`src/can_irq_pkg.sv`:
```
package can_irq_pkg;

    // ----------------------------------------------------------------
    // Register map (byte offsets, one word each)
    // ----------------------------------------------------------------
    localparam int ADDR_W = 8;
    localparam logic [ADDR_W-1:0] OFS_FLAGS = 8'h00;
    localparam logic [ADDR_W-1:0] OFS_CODE = 8'h04;
    localparam logic [ADDR_W-1:0] OFS_CTRL = 8'h08;
    localparam logic [31:0] FLAGS_RST = 32'h0000_0000;
    localparam logic [31:0] RDATA_UNMAPPED = 32'h0000_0000;

    // ----------------------------------------------------------------
    // Sources, flag positions and codes
    // ----------------------------------------------------------------
    localparam int NSRC = 9;
    localparam int SRC_IVR = 0;
    localparam int SRC_WAK = 1;
    localparam int SRC_CERR = 2;
    localparam int SRC_SERR = 3;
    localparam int SRC_RBOV = 4;
    localparam int SRC_MOD = 5;
    localparam int SRC_TMR = 6;
    localparam int SRC_RB = 7;
    localparam int SRC_TB = 8;
    // Flag bit of each source; its enable sits EN_SHIFT bits higher
    localparam int FLAG_POS [NSRC] = '{15, 14, 13, 12, 11, 3, 2, 1, 0};
    localparam int EN_SHIFT = 16;
    localparam int CTRL_ON_BIT = 15;
    localparam int FILT_LSB = 8;
    localparam int FILT_W = 5;
    localparam int CODE_W = 7;
    localparam logic [CODE_W-1:0] CODE_IVR = 7'h48;
    localparam logic [CODE_W-1:0] CODE_MOD = 7'h47;
    localparam logic [CODE_W-1:0] CODE_TMR = 7'h46;
    localparam logic [CODE_W-1:0] CODE_SERR_BW = 7'h45;
    localparam logic [CODE_W-1:0] CODE_SERR_ADDR = 7'h44;
    localparam logic [CODE_W-1:0] CODE_RBOV = 7'h43;
    localparam logic [CODE_W-1:0] CODE_WAK = 7'h42;
    localparam logic [CODE_W-1:0] CODE_CERR = 7'h41;
    localparam logic [CODE_W-1:0] CODE_NONE = 7'h40;

    // Bus slave states, Gray along idle -> wait -> last
    typedef enum logic [1:0] {
        ST_IDLE = 2'b00,
        ST_RD_WAIT = 2'b01,
        ST_RD_LAST = 2'b11,
        ST_WRITE = 2'b10
    } slv_state_t;

endpackage

```
`src/reg_bus_if.sv`:
```
`timescale 1ns/1ns
`default_nettype none
// Register access between bus slave and register file
interface reg_bus_if;
    import can_irq_pkg::*;
    logic wr_en;
    logic [ADDR_W-1:0] addr;
    logic [31:0] wdata;
    logic [31:0] rdata;
    modport slave_side(output wr_en, output addr, output wdata,
                       input rdata);
    modport regs_side(input wr_en, input addr, input wdata,
                      output rdata);
endinterface
`default_nettype wire

```
`src/ahb_reg_slave.sv`:
```
`timescale 1ns/1ns
`default_nettype none
module ahb_reg_slave (
    input wire logic hclk,
    input wire logic hresetn,
    input wire logic hsel,
    input wire logic [31:0] haddr,
    input wire logic [1:0] htrans,
    input wire logic hwrite,
    input wire logic [2:0] hsize,
    input wire logic [31:0] hwdata,
    input wire logic hready,
    output logic hreadyout,
    output logic hresp,
    output logic [31:0] hrdata,
    reg_bus_if.slave_side regs
);
    import can_irq_pkg::*;

    slv_state_t state_q, state_d;
    logic [ADDR_W-1:0] addr_q;
    logic word_q;
    logic [31:0] hrdata_q;

    // Address phase taken on NONSEQ/SEQ with bus ready
    wire logic take = hsel & htrans[1] & hready;
    wire logic is_word = (hsize == 3'h2);

    // Next state of the transfer sequencer
    always_comb begin
        state_d = ST_IDLE;
        if (state_q == ST_RD_WAIT) begin
            state_d = ST_RD_LAST;
        end else if (take) begin
            state_d = hwrite ? ST_WRITE : ST_RD_WAIT;
        end
    end

    // Sequencer and address latch
    always_ff @(posedge hclk or negedge hresetn) begin
        if (!hresetn) begin
            state_q <= ST_IDLE;
            addr_q <= '0;
            word_q <= 1'b0;
        end else begin
            state_q <= state_d;
            if (take) begin
                addr_q <= haddr[ADDR_W-1:0];
                word_q <= is_word;
            end
        end
    end

    // Read data captured in the wait cycle
    always_ff @(posedge hclk or negedge hresetn) begin
        if (!hresetn) begin
            hrdata_q <= '0;
        end else if (state_q == ST_RD_WAIT) begin
            hrdata_q <= regs.rdata;
        end
    end

    // Outputs; writes of other sizes are ignored
    assign hreadyout = (state_q != ST_RD_WAIT);
    assign hresp = 1'b0;
    assign hrdata = hrdata_q;
    assign regs.wr_en = (state_q == ST_WRITE) & word_q;
    assign regs.addr = addr_q;
    assign regs.wdata = hwdata;
endmodule
`default_nettype wire

```
`src/irq_code_encoder.sv`:
```
`timescale 1ns/1ns
`default_nettype none
module irq_code_encoder #(
    parameter int FIFO_N = 16
) (
    input wire logic [can_irq_pkg::NSRC-1:0] active,
    input wire logic sys_err_bw,
    input wire logic [FIFO_N-1:0] fifo_active,
    output logic [can_irq_pkg::CODE_W-1:0] code
);
    import can_irq_pkg::*;

    // Fixed priority, highest code wins; FIFO n reports as code n
    always_comb begin
        code = CODE_NONE;
        for (int n = 0; n < FIFO_N; n++) begin
            if (fifo_active[n]) begin
                code = CODE_W'(n);
            end
        end
        if (active[SRC_CERR]) begin
            code = CODE_CERR;
        end
        if (active[SRC_WAK]) begin
            code = CODE_WAK;
        end
        if (active[SRC_RBOV]) begin
            code = CODE_RBOV;
        end
        if (active[SRC_SERR]) begin
            code = sys_err_bw ? CODE_SERR_BW : CODE_SERR_ADDR;
        end
        if (active[SRC_TMR]) begin
            code = CODE_TMR;
        end
        if (active[SRC_MOD]) begin
            code = CODE_MOD;
        end
        if (active[SRC_IVR]) begin
            code = CODE_IVR;
        end
    end
endmodule
`default_nettype wire

```
`src/can_irq_flags.sv`:
```
// Overview of operation
// Nine enable bits gate interrupt requests
// Invalid message sets flag bit 15
// Bus wake-up activity sets flag bit 14
// Bus error sets flag bit 13
// System fault sets flag bit 12
// System error clears only by off-on
// Receive overflow sets flag bit 11
// Mode reached request sets flag bit 3
// Timestamp timer overflow sets flag bit 2
// Bit 1 high while receive buffer pending
// Bit 0 high while transmit buffer pending
// Unimplemented bits of both registers read zero
// Filter hit field reports filters 0 to 15
// Fixed seven-bit codes for each source but the two buffers
// System error codes: bandwidth or address
// FIFO n pending reports code n
// No pending interrupt reports code 1000000
// Code reports only enabled sources
// Software uses bit 15 as module on/off
// Writing zero clears flag, one leaves it
// Request output plus highest code first
// Reset clears enables and flags
`timescale 1ns/1ns
`default_nettype none
module can_irq_flags #(
    parameter int FIFO_N = 16
) (
    input wire logic hclk,
    input wire logic hresetn,
    // AHB-Lite slave
    input wire logic hsel,
    input wire logic [31:0] haddr,
    input wire logic [1:0] htrans,
    input wire logic hwrite,
    input wire logic [2:0] hsize,
    input wire logic [31:0] hwdata,
    input wire logic hready,
    output logic hreadyout,
    output logic hresp,
    output logic [31:0] hrdata,
    // Events from the protocol engine, same clock
    input wire logic invalid_msg_evt,
    input wire logic wakeup_evt,
    input wire logic bus_err_evt,
    input wire logic sys_err_evt,
    input wire logic sys_err_is_bw,
    input wire logic rx_overflow_evt,
    input wire logic timer_overflow_evt,
    input wire logic [2:0] current_op_mode,
    input wire logic [2:0] requested_op_mode,
    input wire logic [FIFO_N-1:0] fifo_pending_status,
    input wire logic [FIFO_N-1:0] fifo_is_tx,
    input wire logic filter_hit_valid,
    input wire logic [3:0] filter_hit_num,
    // Results
    output logic irq_req,
    output logic module_on
);
    import can_irq_pkg::*;

    // ----------------------------------------------------------------
    // Elaboration checks
    // ----------------------------------------------------------------
    if (FIFO_N < 1 || FIFO_N > 16) begin : g_bad_fifo_n
        $error("FIFO_N must lie between 1 and 16");
    end

    // ----------------------------------------------------------------
    // Storage
    // ----------------------------------------------------------------
    reg_bus_if regs();
    logic [NSRC-1:0] flags_q, flags_d;
    logic [NSRC-1:0] en_q, en_d;
    logic on_q;
    logic sys_bw_q;
    logic [3:0] filt_q;
    logic [CODE_W-1:0] code_q;
    logic [2:0] mode_prev_q;
    logic [NSRC-1:0] evt;
    logic [NSRC-1:0] clr;
    logic [CODE_W-1:0] code_d;

    // Assemble the enable and flag word
    function automatic logic [31:0] pack_flags(input logic [NSRC-1:0] f,
                                               input logic [NSRC-1:0] e);
        logic [31:0] w;
        w = FLAGS_RST;
        for (int i = 0; i < NSRC; i++) begin
            w[FLAG_POS[i]] = f[i];
            w[FLAG_POS[i] + EN_SHIFT] = e[i];
        end
        return w;
    endfunction

    // ----------------------------------------------------------------
    // Bus slave and decode
    // ----------------------------------------------------------------
    ahb_reg_slave u_slave (
        .hclk(hclk),
        .hresetn(hresetn),
        .hsel(hsel),
        .haddr(haddr),
        .htrans(htrans),
        .hwrite(hwrite),
        .hsize(hsize),
        .hwdata(hwdata),
        .hready(hready),
        .hreadyout(hreadyout),
        .hresp(hresp),
        .hrdata(hrdata),
        .regs(regs)
    );

    // Register selects
    wire logic sel_flags = (regs.addr == OFS_FLAGS);
    wire logic sel_code = (regs.addr == OFS_CODE);
    wire logic sel_ctrl = (regs.addr == OFS_CTRL);
    wire logic wr_flags = regs.wr_en & sel_flags;
    wire logic wr_ctrl = regs.wr_en & sel_ctrl;
    // Module switched back on after being off
    wire logic on_rise = wr_ctrl & regs.wdata[CTRL_ON_BIT] & ~on_q;

    // Read words; only defined fields are placed, the rest stays zero
    wire logic [31:0] flags_word = pack_flags(flags_q, en_q);
    wire logic [31:0] code_word = {
        {(32 - FILT_LSB - FILT_W){1'b0}}, 1'b0, filt_q, 1'b0, code_q
    };
    wire logic [31:0] ctrl_word = {
        {(31 - CTRL_ON_BIT){1'b0}}, on_q, {CTRL_ON_BIT{1'b0}}
    };
    assign regs.rdata = sel_flags ? flags_word :
                        sel_code ? code_word :
                        sel_ctrl ? ctrl_word : RDATA_UNMAPPED;

    // ----------------------------------------------------------------
    // Event sources
    // ----------------------------------------------------------------
    // Mode flag: reported mode has just changed to the requested one
    wire logic mode_evt = (current_op_mode != mode_prev_q) &&
                          (current_op_mode == requested_op_mode);
    // FIFO pending split by direction
    wire logic [FIFO_N-1:0] rx_pend = fifo_pending_status & ~fifo_is_tx;
    wire logic [FIFO_N-1:0] tx_pend = fifo_pending_status & fifo_is_tx;

    // Event vector in source order
    always_comb begin
        evt = '0;
        evt[SRC_IVR] = invalid_msg_evt;
        evt[SRC_WAK] = wakeup_evt;
        evt[SRC_CERR] = bus_err_evt;
        evt[SRC_SERR] = sys_err_evt;
        evt[SRC_RBOV] = rx_overflow_evt;
        evt[SRC_MOD] = mode_evt;
        evt[SRC_TMR] = timer_overflow_evt;
        evt[SRC_RB] = |rx_pend;
        evt[SRC_TB] = |tx_pend;
    end

    // ----------------------------------------------------------------
    // Flag and enable update
    // ----------------------------------------------------------------
    // Write-zero clears; system error clears only on the off-on step
    always_comb begin
        clr = '0;
        for (int i = 0; i < NSRC; i++) begin
            clr[i] = wr_flags & ~regs.wdata[FLAG_POS[i]];
        end
        clr[SRC_SERR] = on_rise;
    end

    // Set wins over clear so no event is lost
    always_comb begin
        flags_d = evt | (flags_q & ~clr);
        en_d = en_q;
        if (wr_flags) begin
            for (int i = 0; i < NSRC; i++) begin
                en_d[i] = regs.wdata[FLAG_POS[i] + EN_SHIFT];
            end
        end
    end

    // Flags, enables and control bit
    always_ff @(posedge hclk or negedge hresetn) begin
        if (!hresetn) begin
            flags_q <= '0;
            en_q <= '0;
            on_q <= 1'b0;
        end else begin
            flags_q <= flags_d;
            en_q <= en_d;
            if (wr_ctrl) begin
                on_q <= regs.wdata[CTRL_ON_BIT];
            end
        end
    end

    // Side state: system error kind, filter hit, previous mode
    always_ff @(posedge hclk or negedge hresetn) begin
        if (!hresetn) begin
            sys_bw_q <= 1'b0;
            filt_q <= '0;
            mode_prev_q <= '0;
        end else begin
            if (sys_err_evt) begin
                sys_bw_q <= sys_err_is_bw;
            end
            if (filter_hit_valid) begin
                filt_q <= filter_hit_num;
            end
            mode_prev_q <= current_op_mode;
        end
    end

    // ----------------------------------------------------------------
    // Code and request
    // ----------------------------------------------------------------
    wire logic [NSRC-1:0] active = flags_q & en_q;
    // FIFO reported only when its direction's buffer interrupt is on
    wire logic [FIFO_N-1:0] fifo_active =
        (rx_pend & {FIFO_N{en_q[SRC_RB]}}) |
        (tx_pend & {FIFO_N{en_q[SRC_TB]}});

    irq_code_encoder #(
        .FIFO_N(FIFO_N)
    ) u_enc (
        .active(active),
        .sys_err_bw(sys_bw_q),
        .fifo_active(fifo_active),
        .code(code_d)
    );

    // Code register, resets to the idle code
    always_ff @(posedge hclk or negedge hresetn) begin
        if (!hresetn) begin
            code_q <= CODE_NONE;
        end else begin
            code_q <= code_d;
        end
    end

    assign irq_req = |active;
    assign module_on = on_q;

    // Helper used by an assertion: flag visible in the read word
    function automatic logic hrdata_flag_ok(input int s);
        return flags_word[FLAG_POS[s]] == flags_q[s];
    endfunction
endmodule
`default_nettype wire

```
`config.mk`:
```
export PLATFORM = sky130hd
export DESIGN_NAME = can_irq_flags
export DESIGN_NICKNAME = d
export VERILOG_FILES = /design/src/can_irq_pkg.sv /design/src/reg_bus_if.sv /design/src/ahb_reg_slave.sv /design/src/irq_code_encoder.sv /design/src/can_irq_flags.sv
export SDC_FILE = /design/constraint.sdc
export NUM_CORES = 1
export LEC_CHECK = 0
export BUFFER_PORTS_ARGS = -buffer_cell sky130_fd_sc_hd__buf_2
export CORE_MARGIN = 5
export CORE_UTILIZATION = 40
export CTS_CLUSTER_DIAMETER = 80
export DETAILED_ROUTE_END_ITERATION = 8
export MAX_ROUTING_LAYER = met4
export PLACE_DENSITY_LB_ADDON = 0.2
export SLEW_MARGIN = 15
export SYNTH_ARGS = -nofsm -noshare
export SYNTH_HDL_FRONTEND = slang
export SYNTH_SLANG_ARGS = --single-unit
```
`constraint.sdc`:
```
create_clock -name hclk -period 3.5 [get_ports hclk]
set_input_delay 0.175 -clock hclk [delete_from_list [all_inputs] [get_ports hclk]]
set_output_delay 0.175 -clock hclk [all_outputs]
set_load 0.05 [all_outputs]
```
# == Word level (Yosys, flattened, before mapping) ==
# Index checks and enable logic that the tools add are counted.
# classes
n_reduce_logical,5
eq_ne,8
mux,30
bitwise,34
# ops
operator,n
$mux 7,23
$and 16x16->16,4
$mux 16,2
$mux 32,1
$reduce_or 16->1,2
$and 9x9->9,2
$not 16->16,1
$or 16x16->16,1
$and 1x1->1,15
$not 1->1,9
$not 9->9,1
$or 9x9->9,1
$reduce_or 9->1,1
$eq 8x3->1 const B,1
$eq 8x4->1 const B,1
$logic_not 8->1,1
$mux 2,3
$eq 3x2->1 const B,1
$eq 3x3->1,1
$ne 3x3->1,1
$eq 2x1->1 const B,1
$eq 2x2->1 const B,1
$ne 2x1->1 const B,1
$logic_and 1x1->1,1
$mux 1,1
# word_totals
word_cells,88
in_bits,124
ff_bits,77

# == Depth between registers and ports, before layout ==
# depth
depth_word,27
ltp_mapped,7

# == Hierarchy ==
# From an unflattened synthesis, not the netlist that was laid out.
# hier_totals
cells_unflattened,374
area_unflattened_um2,4286.6
# by_module_without_submodules
mod,area_per_inst_um2,n_inst,cells_each
ahb_reg_slave,2025.7,1,132
can_irq_flags,1985.7,1,194
irq_code_encoder,275.3,1,48

# == Least setup slack after synthesis ==
# OpenSTA, ideal clock, no wires.
# synth_path
path_type,register to register
start,reg u_slave.addr_q[1] (netlist: u_slave.regs.addr[1])
end,reg flags_q[3]
t_arrival_ns,2.326
setup_time_ns,0.118
stages_incl_launch_ff,6
setup_slack_ns,1.056
path_cell_list,dfrtp_1 > or4_4 > or4_4 > or4_4 > or3b_1 > a21o_1
# synth_between
elab_chain_cells,7
# synth_rtl
element,line_no,source
"start, declared",ahb_reg_slave.sv:21,logic [ADDR_W-1:0] addr_q;
"start signal, assigned",ahb_reg_slave.sv:48,addr_q <= haddr[ADDR_W-1:0];
$eq 8x4->1,can_irq_flags.sv:118,wire logic sel_ctrl = (regs.addr == OFS_CTRL);
$and 1x1->1,can_irq_flags.sv:120,wire logic wr_ctrl = regs.wr_en & sel_ctrl;
$and 1x1->1 (2 in a row),can_irq_flags.sv:122,wire logic on_rise = wr_ctrl & regs.wdata[CTRL_ON_BIT] & ~on_q;
$not 9->9,can_irq_flags.sv:174,flags_d = evt | (flags_q & ~clr);
$and 9x9->9,can_irq_flags.sv:174,
$or 9x9->9,can_irq_flags.sv:174,
named net flags_d[3],can_irq_flags.sv:73,"logic [NSRC-1:0] flags_q, flags_d;"
"end signal, assigned",can_irq_flags.sv:190,flags_q <= flags_d;
"end, declared",can_irq_flags.sv:73,
# The timed path passes the listed nets, and every way through them passes these cells.
# A chain may end at the register's enable or synchronous reset.

# == Worst setup path after layout ==
# layout_path
start,reg u_slave.addr_q[1] (netlist: u_slave.regs.addr[1])
end,reg flags_q[7]
# layout_between
elab_chain_cells,6
# layout_rtl
element,line_no,source
$logic_not 8->1,can_irq_flags.sv:116,wire logic sel_flags = (regs.addr == OFS_FLAGS);
$and 1x1->1,can_irq_flags.sv:119,wire logic wr_flags = regs.wr_en & sel_flags;
$and 1x1->1,can_irq_flags.sv:167,clr[i] = wr_flags & ~regs.wdata[FLAG_POS[i]];
$not 9->9,can_irq_flags.sv:174,
$and 9x9->9,can_irq_flags.sv:174,
$or 9x9->9,can_irq_flags.sv:174,
named net flags_d[7],can_irq_flags.sv:73,
# The timed path passes the listed nets, and every way through them passes these cells.

==> results.yml <==
timing:
  min_period_ps: 2730
  rsz0062_at_grt: "false"
  finalHoldViolations: 0
  drv_slew: 0
  tightest_slew_ps: 776
  tns_ps: 0
  holdWs_ps: 36.8
  slew_headroom_pct: 48.3
  max_freq_mhz: 366
  fin_worst_skew_ps: 5.37
  setup-violations-final: 0
  period_share_pct: 78.1
routing:
  vias: 2900
  drt_iter0_drc: 135
  drc: 0
  final_antenna_net_count: 0
  routed_wl_um: 8720
  via_per_inst: 5.13
  dr.pass1.iters: 4
  detail_route.wl_per_cell_um: 15.4
yosys:
  syn_avg_cell_area_um2: 9.89
  synth_cell_type_count: 51
  ys_seq_elements: 65
  synth-seq-area-share_pct: 47.9
  synthArstFlopShare_pct: 100
  synth_edf_count: 0
  dominantRegCellSynth: "dfrtp_1"
  yosysTopAreaCell: "dfrtp_1"
  synth.area.top_cells: "dfrtp_1 (47%), mux2_2 (7.0%), nand2_1 (6.1%)"
  ys_warn_count: 0
  syn_inst: 344
  syn-cell-area_um2: 3400
  synth_top_area_share_pct: 47.1
pwr:
  clock_power_share_pct: 30.2
  pwr-share-comb_pct: 21.3
  p_sw_share_pct: 31.1
  p_sw_mw: 0.548
  p_per_area_nw_per_um2: 420
  power.internal_mw: 1.21
  power.leakage_nw: 2.03
  p_seq_share_pct: 48.5
  fin_total_pwr_mw: 1.76
  max-vdd-ir-drop_uv: 151
die:
  dieArea_um2: 10400
  rows: 33
  initial_core_util_pct: 41.2
  die_x_um: 102
  coreArea_um2: 8260
  ios: 160
  die_y_um: 102
clock_tree:
  cts.repair.resized: 0
  cts_tree: "built"
  cts.clk_slew.worst_paths_ps: 70
  htreeDepth: 3
  clock_path_buffers: 2
  cts_root_buf: "clkbuf_8"
  clock_sinks: 65
  worstSkewPairLatency_ps: 320
  cts_made_buffers: 9
worst_hold_path:
  hold_depth: 2
  holdPathEnd: "flags_q[2]"
  hold_class: "in -> reg"
  min_from: "bus_err_evt"
cells_and_area:
  diodes: 0
  nNetsFinal: 580
  drive_gt1_share_pct: 33.5
  syn_to_final_growth_pct: 23.4
  fin_util_pct: 50.8
  fillers: 831
global_routing:
  grt_start_max_net_pins: 37
  grt_pass1_wl_um: 14100
  overflow: 0
  track_usage_pct: 17.6
  antenna_found_initial: 0
  grt_pass1_vias: 2999
run:
  drv_cap: 0
setup_path:
  timing.rr.end: "flags_q[7]"
  critical-path-slowest-cell: "or4_1"
  crit_chain: "or4_4, or4_4, or4_1, o21ai_0, nand4_1"
  crit_type: "reg -> reg"
  start_kind: "flip-flop"
  r2r_slack_ps: 770
  reg2regPathDepth: 5
  critical_path.max_stage_delay_ps: 820
  cp.required_ps: 3690
  rr_startpoint: "u_slave.regs.addr[1]"
  worstPathMaxFanout: 16
  cp_common_cell: "or4_4"
  setup.worst_path.end_class: "flip-flop"
  arrival_ps: 2920
outcome:
  status: "finished, final reports clean"
placement:
  io_buffers: 108
  hpwlAfterDp_um: 6780
  place.gp.congestion: 0.889
## final cells by class
class / count / area [um2] / area share, %
Multi-Input combinational cell: 255 / 1630 / 38.9
Sequential cell: 65 / 1630 / 38.8
Timing Repair Buffer: 116 / 611 / 14.5
Clock buffer: 12 / 145 / 3.46
Tap cell: 105 / 131 / 3.13
Inverter: 9 / 33.8 / 0.805
Clock inverter: 3 / 17.5 / 0.417
## placed cells by master (no fill, tap or decap), types with 2 or more instances in the layout
cell type	instances
a22o_1	22
a21boi_0	2
a21oi_1	5
mux2_2	21
o31ai_1	2
buf_2	108
xor2_1	6
o211ai_1	2
o22ai_1	2
dfrtp_1	64
o2111ai_1	2
o21ai_0	31
nor2b_1	12
dlygate4sd3_1	4
buf_4	4
nor2_1	10
nand2_1	55
conb_1	11
nand4_1	8
nor3_1	4
a22oi_1	6
clkbuf_8	10
clkbuf_1	2
nand2b_1	10
nand3_1	8
inv_1	9
or4_4	3
nand3b_1	2
a31oi_1	2
mux2i_1	7
clkinv_2	2
and2_1	3
## cells in the mapped netlist, types with 2 or more instances
library cell	count
dfrtp_1	64
nand2_1	55
o21ai_0	31
a22o_1	22
mux2_2	21
nor2b_1	12
buf_4	11
nand2b_1	10
nor2_1	10
inv_1	9
clkbuf_1	8
nand3_1	8
nand4_1	8
mux2i_1	7
a22oi_1	6
xor2_1	6
a21oi_1	5
nor3_1	4
and2_1	3
buf_1	3
or4_4	3
a21boi_0	2
a31oi_1	2
buf_2	2
nand3b_1	2
o2111ai_1	2
o211ai_1	2
o22ai_1	2
o31ai_1	2
## power groups by stage
stage               registers (mW)  logic [mW]  clock network, mW
floorplan                    0.899       0.216                  0
detailed placement           0.870       0.374                  0
global placement             0.868       0.368                  0
global route                 0.862       0.413              0.582
CTS                          0.856       0.379              0.551
finish                       0.855       0.375              0.532
## metrics by stage
step | cells | area [um2] | setup slack (ps)
2_1_floorplan | 354 | 3440 | 1060
3_3_place_gp | 546 | 4000 | 779
3_5_place_dp | 546 | 4000 | 754
4_1_cts | 565 | 4200 | 735
5_1_grt | 565 | 4200 | 589
6_report | 565 | 4200 | 768
## per-layer routing
metal  track usage (%)  share of wire [%]
met1              23.6                 45
met2              27.8                 48
met3              1.71                5.8
met4              6.66               0.87
met5                 -                  0
## worst max-delay path: cells and delay by family (launching register included)
kind / cells / cell delay (ps)
AO/OA/AOI/OAI: 1 / 280
AND/OR/NAND/NOR: 4 / 1930
flip-flops: 1 / 380
## state kept, by name, summed over array words and instances, names as in the netlist, 2 cells and up
signal,flops
u_slave.hrdata,22
en_q,9
flags_q,9
u_slave.regs.addr,8
code_q,5
filt_q,4
mode_prev_q,3
u_slave.state_q,2
## cells by family after synthesis
kind of cell	synth area share, %
other	0.110
muxes	9.01
DFF	47.9
xor gates and xnor gates	1.55
AOI/OAI and AO/OA	17.7
buffers and inverters	5.26
and+or+nand+nor	18.5
## worst max path at each step
stage	startpoint	to	slack, ps	cells past startpoint
detailed placement	u_slave.regs.addr[1]	flags_q[7]	750	5
floorplan	u_slave.regs.addr[1]	flags_q[3]	1060	5
CTS	u_slave.regs.addr[1]	flags_q[7]	740	5
global route	u_slave.regs.addr[1]	flags_q[7]	590	5
global placement	u_slave.regs.addr[1]	flags_q[7]	780	5
finish	u_slave.regs.addr[1]	flags_q[7]	770	5
## timing repair
| action | CTS | global route |
|---|---|---|
| setup endpoints to repair | 0 | 0 |
| hold buffers | 4 | 0 |
| endpoints found under the hold margin | 38 | 0 |
| buffers inserted | 0 | 0 |
Power figures use the tool's default switching activity.
